File: src/shared/comparator_event_control_regs.vh
// register offsets, field positions, reset values and timing counts for the comparator event block
// assumes an AXI4-Lite slave with 32-bit data, one aligned word per register
//
// Contract
// - four independent comparator channels, each with own output, interrupt and configuration
// - negative input: four reference levels, converter output, or external negative pin
// - output bit is one while positive input exceeds selected negative input
// - each comparator is sampled on comparator clock edges, never continuously
// - each channel drives its own dedicated interrupt request, not shared
// - software selects rising, falling or toggle as interrupt trigger per channel
// - each interrupt flag is also a converter trigger event
// - comparator 1 output can be routed to the timer input-capture trigger
// - converter control bit 6 enables the reference-pin current source
// - converter control bit 5 connects internal reference circuit to the pin
// - converter control: bit7 high speed, 6 source, 5 connect, 4 read-only, 3:0 trigger
// - positive pin compared against shared or channel negative pin per selector
// - sense code: 00 toggle, 01 reserved, 10 falling, 11 rising
// - per-channel comparator enable bit and separate per-channel interrupt enable bit
`ifndef COMPARATOR_EVENT_CONTROL_REGS_VH
`define COMPARATOR_EVENT_CONTROL_REGS_VH

`define OFS_CONV_CTRL 8'h00
`define OFS_CH_CTRL0 8'h04
`define OFS_CH_CTRL1 8'h08
`define OFS_CH_CTRL2 8'h0C
`define OFS_CH_CTRL3 8'h10
`define OFS_STATUS 8'h14
`define OFS_MASK 8'h18
`define OFS_CMP_CLK_DIV 8'h1C

`define CONV_CTRL_RESET 8'h00
`define CONV_HS_BIT 7
`define CONV_ISRC_BIT 6
`define CONV_REFPIN_BIT 5
`define CONV_RO_BIT 4

`define CH_ON_BIT 7
`define CH_IE_BIT 6
`define CH_SENSE_HI 5
`define CH_SENSE_LO 4
`define CH_CAPTURE_BIT 3
`define CH_CTRL_RESET 8'h00

`define SENSE_TOGGLE 2'h0
`define SENSE_RESERVED 2'h1
`define SENSE_FALL 2'h2
`define SENSE_RISE 2'h3

`define SEL_REF0 3'h0
`define SEL_REF3 3'h3
`define SEL_CONVERTER 3'h5
`define SEL_SHARED_PIN 3'h6
`define SEL_CHANNEL_PIN 3'h7

`define CMP_CLK_DIV_RESET 8'h07

`endif

File: src/verilog/comparator_channel.v
// one comparator channel: sampling, edge detection and sticky flag
// assumes the compare result is already on aclk, synchronised by the parent
`timescale 1ns/1ps
`include "comparator_event_control_regs.vh"
module comparator_channel (
    input wire aclk,
    input wire aresetn,
    input wire raw_compare,
    input wire sample_en,
    input wire [7:0] ctrl,
    input wire flag_clear,
    output reg comparator_output,
    output reg flag_r,
    output reg event_r
);
    reg prev_r;
    reg hit;
    wire [1:0] sense = ctrl[`CH_SENSE_HI:`CH_SENSE_LO];
    wire on = ctrl[`CH_ON_BIT];

    // while on, output only moves on a comparator clock tick; cleared at the next clock and held at zero while off
    always @(posedge aclk) begin
        if (!aresetn || !on) begin
            comparator_output <= 1'b0;
            prev_r <= 1'b0;
        end else if (sample_en) begin
            comparator_output <= raw_compare;
            prev_r <= comparator_output;
        end
    end

    // edge selection from the sense field
    always @* begin
        hit = 1'b0;
        case (sense)
            `SENSE_TOGGLE: hit = comparator_output ^ prev_r;
            `SENSE_FALL: hit = prev_r & ~comparator_output;
            `SENSE_RISE: hit = comparator_output & ~prev_r;
            default: hit = 1'b0;
        endcase
    end

    // hit is evaluated once per tick, one cycle after the sample moved
    reg tick_d_r;
    always @(posedge aclk) begin
        if (!aresetn) begin
            tick_d_r <= 1'b0;
            flag_r <= 1'b0;
            event_r <= 1'b0;
        end else begin
            tick_d_r <= sample_en & on;
            event_r <= tick_d_r & hit & on;
            // set wins over a clear in the same cycle
            if (tick_d_r && hit && on)
                flag_r <= 1'b1;
            else if (flag_clear)
                flag_r <= 1'b0;
        end
    end
endmodule

File: src/verilog/comparator_event_control.v
// comparator bank control with AXI4-Lite register access
// assumes analog compare results for each possible negative input arrive as async levels
`timescale 1ns/1ps
`include "comparator_event_control_regs.vh"
module comparator_event_control (
    input wire aclk,
    input wire aresetn,
    input wire [7:0] s_axi_awaddr,
    input wire s_axi_awvalid,
    output reg s_axi_awready,
    input wire [31:0] s_axi_wdata,
    input wire [3:0] s_axi_wstrb,
    input wire s_axi_wvalid,
    output reg s_axi_wready,
    output reg [1:0] s_axi_bresp,
    output reg s_axi_bvalid,
    input wire s_axi_bready,
    input wire [7:0] s_axi_araddr,
    input wire s_axi_arvalid,
    output reg s_axi_arready,
    output reg [31:0] s_axi_rdata,
    output reg [1:0] s_axi_rresp,
    output reg s_axi_rvalid,
    input wire s_axi_rready,
    input wire [31:0] cmp_vs_ref,
    input wire [3:0] cmp_vs_converter,
    input wire [3:0] cmp_vs_shared_pin,
    input wire [3:0] cmp_vs_channel_pin,
    output reg [3:0] comparator_output,
    output reg [3:0] channel_irq,
    output reg [3:0] conversion_trigger,
    output reg capture_trigger,
    output reg irq,
    output reg current_source_enable,
    output reg ref_pin_connect,
    output reg converter_high_speed_mode,
    output reg [3:0] conversion_trigger_select,
    output reg [2:0] negative_input_select0,
    output reg [2:0] negative_input_select1,
    output reg [2:0] negative_input_select2,
    output reg [2:0] negative_input_select3
);
    reg [7:0] conv_ctrl_r;
    reg [7:0] ch_ctrl_r [0:3];
    reg [3:0] mask_r;
    reg [7:0] div_r;
    reg [7:0] div_cnt_r;
    reg sample_en_r;
    reg [7:0] aw_addr_r;
    reg aw_held_r;
    reg [31:0] w_data_r;
    reg [3:0] w_strb_r;
    reg w_held_r;
    reg [3:0] status_clear;
    wire [3:0] flag;
    wire [3:0] ch_out;
    wire [3:0] ch_evt;
    reg [3:0] raw_sel;
    reg [31:0] ref_s1_r;
    reg [31:0] ref_s2_r;
    reg [11:0] pin_s1_r;
    reg [11:0] pin_s2_r;
    integer i;
    integer m;
    integer k;

    // picks the compare result for the selected negative input
    function pick;
        input [2:0] sel;
        input [7:0] refs;
        input cv;
        input sp;
        input cp;
        begin
            case (sel)
                3'h0, 3'h1, 3'h2, 3'h3: pick = refs[sel[1:0]];
                `SEL_CONVERTER: pick = cv;
                `SEL_SHARED_PIN: pick = sp;
                `SEL_CHANNEL_PIN: pick = cp;
                default: pick = 1'b0;
            endcase
        end
    endfunction

    // merge byte lane 0 of the write data into the register under its strobe
    function [7:0] merge;
        input [7:0] old;
        input [31:0] data;
        input [3:0] strb;
        begin
            merge = strb[0] ? data[7:0] : old;
        end
    endfunction

    // every analog level passes two flops before the selector sees it, so a
    // select change can never steer an unsettled level into the edge logic
    always @(posedge aclk) begin
        if (!aresetn) begin
            ref_s1_r <= 32'h0;
            ref_s2_r <= 32'h0;
            pin_s1_r <= 12'h000;
            pin_s2_r <= 12'h000;
        end else begin
            ref_s1_r <= cmp_vs_ref;
            ref_s2_r <= ref_s1_r;
            pin_s1_r <= {cmp_vs_channel_pin, cmp_vs_shared_pin, cmp_vs_converter};
            pin_s2_r <= pin_s1_r;
        end
    end

    // input mux per channel on the synchronised levels
    always @* begin
        for (m = 0; m < 4; m = m + 1) begin
            raw_sel[m] = pick(ch_ctrl_r[m][2:0], {4'h0, ref_s2_r[m*4 +: 4]},
                              pin_s2_r[m], pin_s2_r[4+m], pin_s2_r[8+m]);
        end
    end

    // comparator clock divider: one enable tick every div_r+1 cycles
    always @(posedge aclk) begin
        if (!aresetn) begin
            div_cnt_r <= 8'h00;
            sample_en_r <= 1'b0;
        end else if (div_cnt_r >= div_r) begin
            div_cnt_r <= 8'h00;
            sample_en_r <= 1'b1;
        end else begin
            div_cnt_r <= div_cnt_r + 8'h01;
            sample_en_r <= 1'b0;
        end
    end

    genvar g;
    generate
        for (g = 0; g < 4; g = g + 1) begin : ch
            comparator_channel u_ch (
                .aclk(aclk),
                .aresetn(aresetn),
                .raw_compare(raw_sel[g]),
                .sample_en(sample_en_r),
                .ctrl(ch_ctrl_r[g]),
                .flag_clear(status_clear[g]),
                .comparator_output(ch_out[g]),
                .flag_r(flag[g]),
                .event_r(ch_evt[g])
            );
        end
    endgenerate

    // write path: address and data taken in either order, response after both
    always @(posedge aclk) begin
        if (!aresetn) begin
            s_axi_awready <= 1'b0;
            s_axi_wready <= 1'b0;
            s_axi_bvalid <= 1'b0;
            s_axi_bresp <= 2'h0;
            aw_held_r <= 1'b0;
            w_held_r <= 1'b0;
            aw_addr_r <= 8'h00;
            w_data_r <= 32'h0;
            w_strb_r <= 4'h0;
            conv_ctrl_r <= `CONV_CTRL_RESET;
            for (i = 0; i < 4; i = i + 1)
                ch_ctrl_r[i] <= `CH_CTRL_RESET;
            mask_r <= 4'h0;
            div_r <= `CMP_CLK_DIV_RESET;
        end else begin
            s_axi_awready <= !aw_held_r && !s_axi_awready && s_axi_awvalid && !s_axi_bvalid;
            s_axi_wready <= !w_held_r && !s_axi_wready && s_axi_wvalid && !s_axi_bvalid;
            if (s_axi_awvalid && s_axi_awready) begin
                aw_held_r <= 1'b1;
                aw_addr_r <= s_axi_awaddr;
            end
            if (s_axi_wvalid && s_axi_wready) begin
                w_held_r <= 1'b1;
                w_data_r <= s_axi_wdata;
                w_strb_r <= s_axi_wstrb;
            end
            if (aw_held_r && w_held_r && !s_axi_bvalid) begin
                aw_held_r <= 1'b0;
                w_held_r <= 1'b0;
                s_axi_bvalid <= 1'b1;
                s_axi_bresp <= 2'h0;
                case (aw_addr_r)
                    // bit 4 stays zero, it is read-only
                    `OFS_CONV_CTRL: conv_ctrl_r <= merge(conv_ctrl_r, w_data_r, w_strb_r)
                                                  & 8'hEF;
                    `OFS_CH_CTRL0: ch_ctrl_r[0] <= merge(ch_ctrl_r[0], w_data_r, w_strb_r);
                    `OFS_CH_CTRL1: ch_ctrl_r[1] <= merge(ch_ctrl_r[1], w_data_r, w_strb_r);
                    `OFS_CH_CTRL2: ch_ctrl_r[2] <= merge(ch_ctrl_r[2], w_data_r, w_strb_r);
                    `OFS_CH_CTRL3: ch_ctrl_r[3] <= merge(ch_ctrl_r[3], w_data_r, w_strb_r);
                    `OFS_STATUS: s_axi_bresp <= 2'h0;
                    `OFS_MASK: mask_r <= w_strb_r[0] ? w_data_r[3:0] : mask_r;
                    `OFS_CMP_CLK_DIV: div_r <= merge(div_r, w_data_r, w_strb_r);
                    default: s_axi_bresp <= 2'h2;
                endcase
            end else if (s_axi_bvalid && s_axi_bready) begin
                s_axi_bvalid <= 1'b0;
            end
        end
    end

    // read path: one cycle to arready, data the cycle after; status read clears flags
    always @(posedge aclk) begin
        if (!aresetn) begin
            s_axi_arready <= 1'b0;
            s_axi_rvalid <= 1'b0;
            s_axi_rdata <= 32'h0;
            s_axi_rresp <= 2'h0;
            status_clear <= 4'h0;
        end else begin
            status_clear <= 4'h0;
            s_axi_arready <= !s_axi_arready && s_axi_arvalid && !s_axi_rvalid;
            if (s_axi_arvalid && s_axi_arready) begin
                s_axi_rvalid <= 1'b1;
                s_axi_rresp <= 2'h0;
                case (s_axi_araddr)
                    `OFS_CONV_CTRL: s_axi_rdata <= {24'h0, conv_ctrl_r};
                    `OFS_CH_CTRL0: s_axi_rdata <= {24'h0, ch_ctrl_r[0]};
                    `OFS_CH_CTRL1: s_axi_rdata <= {24'h0, ch_ctrl_r[1]};
                    `OFS_CH_CTRL2: s_axi_rdata <= {24'h0, ch_ctrl_r[2]};
                    `OFS_CH_CTRL3: s_axi_rdata <= {24'h0, ch_ctrl_r[3]};
                    `OFS_STATUS: begin
                        s_axi_rdata <= {24'h0, ch_out, flag};
                        status_clear <= flag;
                    end
                    `OFS_MASK: s_axi_rdata <= {28'h0, mask_r};
                    `OFS_CMP_CLK_DIV: s_axi_rdata <= {24'h0, div_r};
                    default: begin
                        s_axi_rdata <= 32'h0;
                        s_axi_rresp <= 2'h2;
                    end
                endcase
            end else if (s_axi_rvalid && s_axi_rready) begin
                s_axi_rvalid <= 1'b0;
            end
        end
    end

    // registered outputs toward the rest of the chip
    always @(posedge aclk) begin
        if (!aresetn) begin
            comparator_output <= 4'h0;
            channel_irq <= 4'h0;
            conversion_trigger <= 4'h0;
            capture_trigger <= 1'b0;
            irq <= 1'b0;
            current_source_enable <= 1'b0;
            ref_pin_connect <= 1'b0;
            converter_high_speed_mode <= 1'b0;
            conversion_trigger_select <= 4'h0;
            negative_input_select0 <= 3'h0;
            negative_input_select1 <= 3'h0;
            negative_input_select2 <= 3'h0;
            negative_input_select3 <= 3'h0;
        end else begin
            comparator_output <= ch_out;
            for (k = 0; k < 4; k = k + 1)
                channel_irq[k] <= flag[k] & ch_ctrl_r[k][`CH_IE_BIT];
            conversion_trigger <= ch_evt;
            capture_trigger <= ch_out[1] & ch_ctrl_r[1][`CH_CAPTURE_BIT];
            irq <= |(flag & mask_r);
            current_source_enable <= conv_ctrl_r[`CONV_ISRC_BIT];
            ref_pin_connect <= conv_ctrl_r[`CONV_REFPIN_BIT];
            converter_high_speed_mode <= conv_ctrl_r[`CONV_HS_BIT];
            conversion_trigger_select <= conv_ctrl_r[3:0];
            negative_input_select0 <= ch_ctrl_r[0][2:0];
            negative_input_select1 <= ch_ctrl_r[1][2:0];
            negative_input_select2 <= ch_ctrl_r[2][2:0];
            negative_input_select3 <= ch_ctrl_r[3][2:0];
        end
    end
endmodule

File: config.mk
export PLATFORM = sky130hd
export DESIGN_NAME = comparator_event_control
export DESIGN_NICKNAME = d
export VERILOG_FILES = /design/src/verilog/comparator_channel.v /design/src/verilog/comparator_event_control.v
export VERILOG_INCLUDE_DIRS = /design/src /design/src/shared
export SDC_FILE = /design/constraint.sdc
export NUM_CORES = 1
export LEC_CHECK = 0
export BUFFER_PORTS_ARGS = -buffer_cell sky130_fd_sc_hd__buf_2
export CAP_MARGIN = 5
export CORE_MARGIN = 1
export CORE_UTILIZATION = 54
export CTS_BUF_LIST = sky130_fd_sc_hd__clkbuf_8 sky130_fd_sc_hd__clkbuf_16
export DETAILED_ROUTE_END_ITERATION = 8
export GPL_TIMING_DRIVEN = 0
export HOLD_SLACK_MARGIN = 0.02
export PLACE_DENSITY = 0.8
export SYNTH_ARGS = -nofsm -noshare
export SYNTH_HDL_FRONTEND = slang
export SYNTH_HIERARCHICAL = 1
export SYNTH_SLANG_ARGS = --single-unit
File: constraint.sdc
create_clock -name aclk -period 3 [get_ports aclk]
set_clock_uncertainty 0.2 [all_clocks]
set_input_delay 0.6 -clock aclk [delete_from_list [all_inputs] [get_ports aclk]]
set_output_delay 0.6 -clock aclk [all_outputs]
set_load 0.03 [all_outputs]
==> summary.md <==
| Metric | Value |
|---|---|
| Fill count | 1166 |
| Most frequent cells after synthesis | 175 x dfxtp_1, 120 x and2_1, 69 x nand2_1 |
| Antenna-violating nets left | 0 |
| Avg Cell Area, Syn | around 10 um^2 |
| Hold crit path type | input pin to register |
| Layout cells sized above 1 | 0.2144 |
| Final setup viols | 0 |
| Metal-1 WL | a little over 8000 um |
| GRT Util Overall | 0.2499 |
| Crit path kind | input pin to register |
| Final Hold Viols | 0 |
| Die Ht | ~120 um |
| Synth Instances | 764 |
| Post-DR wirelength/cell | approximately 17 um |
| Mapped Area | 0.008000 mm^2 |
| Period utilization | 0.9186 |
| IO Pins | between 150 and 200 |
| Leak pwr | 4.052 nW |
| Die span in x | ~120 um |
| Clock Latency Late Sink | 0.49 ns |
| IO buf count | 106 |
| PwrDens | approximately 600 mW/mm^2 |
| Critical Path End Type | register |
| Total number of vias | a little under 6000 |
| Type of origin of the critical path | input pin |
| Max VDD drop | 486.7 uV |
| Synth warn | 6 |
| Unrepaired setup endpoints after global routing | no |
| Sequential cell area fraction in the yosys report | 0.5580 |
| Synth cell types | 57 |
| Clock slew at reported path FFs | about 0.06 ns |
| Seq cells post-synth | roughly 210 |
| Slew Viols, Final | 0 |
| Final WL | around 18000 um |
| First-pass GRT wire length | roughly 29000 um |
| CTS tree | done |
| Met3 Routed Length | roughly 1300 um |
| Async set-or-reset flop fraction in the synthesized netlist | 0 |
| Worst-path fanout max | 21 |
| Worst EP arrival | approximately 2.8 ns |
| Count leader, synth | dfxtp_1 |
| Avg Vias per Cell | about 5.3 |
| Post-synth top flop | dfxtp_1 |
| Slew @ Worst Pin | approximately 1.0 ns |
| Routed wl met2 | 8405 um |
| GPL Wtd Cong | around 1.0 |
| Core Rows | 44 |
| Slew margin rel. | 0.3303 |
| Hold_ws | 0.1144 ns |
| Fin Setup TNS | 0 ns |
| CTS root buffer | clkbuf_16 |
| Initial antenna violation count | 1 |
| CTS Buffer Depth | 3 |
| Area contributors post-synth | dfxtp_1 44%, edfxtp_1 12%, and2_1 9.4%, nand2_1 3.2%, mux2i_1 2.8% |
| DR iter-0 viols | just under 400 |
| Gr ovfl total | 0 |
| Max Clock Freq | between 0.3 and 0.4 GHz |
| 1st-pass router iterations | 5 |
| Dpl hpwl | 13180 um |
| Area delta synth->final | 19.02% |
| Largest net degree at the start of global routing | 22 |
| Top-area cell type share of the netlist area | 0.4379 |
| Number of synthesized flops with an enable pin | 32 |
| DR DRC count | 0 |
| Status | complete, no violations |
| Core area | 0.01448 mm^2 |
| Max-Cap Viols | 0 |
| Total die area | approximately 0.015 mm^2 |
| CTS H-Tree Depth | 1 |
| Vias in the first global route | roughly 5500 |
| Minimum clock period | between 2 and 3 ns |
| Post-CTS Hold Buffers | 0 |
| Critical Path RT | around 3.0 ns |
| Nets | 1040 |
| Sink Count | about 210 |
| Inserted Clock Buffers | 21 |
| Top cell type by total area after synthesis | dfxtp_1 |
| Top layer in use | met4 |
| Starting density of the core | 0.5525 |
## stage by stage
step / util / instance area [um^2] / setup WS, ns / power (mW) / std cells
3_3_place_gp: 0.6116 / 8855 / -0.3536 / 3.346 / 1079
4_1_cts: 0.6571 / 9514 / 0.05703 / 5.743 / 1116
3_5_place_dp: 0.6126 / 8870 / -0.4292 / 3.354 / 1080
2_1_floorplan: - / 8094 / 0.6072 / 3.226 / 789
6_report: 0.6576 / 9522 / 0.2442 / 5.712 / 1118
5_1_grt: 0.6576 / 9522 / 0.07957 / 5.900 / 1118
## logic make-up (layout without fill, tap and decap cells)
family | count (synthesis) | count (layout) | synth area share
adder cells (fa/ha/maj) | 17 | 17 | 0.02659
multiplexers | 39 | 39 | 0.05709
XOR/XNOR | 6 | 6 | 0.006569
AO/OA/AOI/OAI | 106 | 106 | 0.08790
AND/OR/NAND/NOR | 312 | 312 | 0.2136
other | 1 | 27 | 0.0004687
buffers and inverters | 76 | 220 | 0.04973
flip-flops | 207 | 207 | 0.5580
## final cells by class
| class | instances | area (um^2) | area share |
|---|---|---|---|
| clock inverters | 11 | 52.55 | 0.005519 |
| plain buffers | 55 | 319.1 | 0.03351 |
| clock buffers | 25 | 591.8 | 0.06216 |
| repair buffers | 108 | 543.0 | 0.05703 |
| flip-flops and latches | 207 | 4464 | 0.4689 |
| inverters | 21 | 78.83 | 0.008279 |
| diodes | 1 | 2.502 | 0.0002628 |
| well taps | 184 | 230.2 | 0.02418 |
| multi-input cells | 506 | 3239 | 0.3402 |
## registers in the layout (all words and copies together), names as in the netlist, 7 cells and up
name         cells
ch_ctrl_r       32
ref_s1_r        16
ref_s2_r        16
pin_s1_r        12
pin_s2_r        12
aw_addr_r        8
div_cnt_r        8
div_r            8
s_axi_rdata      8
w_data_r         8
conv_ctrl_r      7
## cells in the final DEF (no fill, tap or decap), types with 5 or more instances in the layout
cell       netlist  routed
dfxtp_1        175     175
and2_1         120     120
buf_2            3     110
nand2_1         69      69
nor2_1          38      38
edfxtp_1        32      32
a21oi_1         29      29
inv_1           21      28
nand3_1         28      28
buf_4           27      28
conb_1           1      26
clkbuf_1        22      22
mux2i_1         22      22
clkbuf_16        0      22
ha_1            17      17
o21ai_0         15      13
and3_1          13      13
mux2_2          13      13
a22oi_1         11      11
nor3_1           9       9
nand4_1          8       8
o31ai_1          6       6
o21ai_1          4       6
a311oi_1         5       5
nor2b_1          5       5
## layer usage
metal | global-route usage | vias up
met5 | 0 | -
met4 | 0.09036 | 0
met3 | 0.04625 | 49
met2 | 0.3962 | 239
met1 | 0.3405 | 2739
li1 | - | 2888
## report_power, final
group          switching [mW]  internal [mW]  total [mW]
registers              0.0525           2.89        2.94
logic                   0.220          0.140       0.360
clock network            1.01           1.40        2.41
total                    1.29           4.42        5.71
## path summary, 6_finish.rpt
check	start	endpoint	slack (ns)	cells after the start
worst max-delay path	aresetn	ch_ctrl_r[3][1]$_SDFFCE_PN0P_	0.24	6
worst min-delay path	cmp_vs_ref[15]	ref_s1_r[15]$_SDFF_PN0_	0.11	2
worst max register to register	aw_addr_r[0]$_SDFFE_PN0P_	ch_ctrl_r[1][2]$_SDFFCE_PN0P_	0.67	4
worst min register to register	status_clear[1]$_SDFF_PN0_	ch[1].u_ch/flag_r$_SDFFE_PN0P_	0.21	1
## repair_timing
action / in CTS / in global routing
buffers inserted: 0 / 0
endpoints found under the setup margin: 0 / 16
gates resized for setup: 0 / 2
## worst max-delay path, stage by stage
cell,delay (ns)
buf_2,0.36
clkbuf_1,0.41
clkbuf_1,0.38
clkbuf_1,0.42
o21ai_0,0.33
buf_2,0.28
Power figures use the tool's default switching activity.
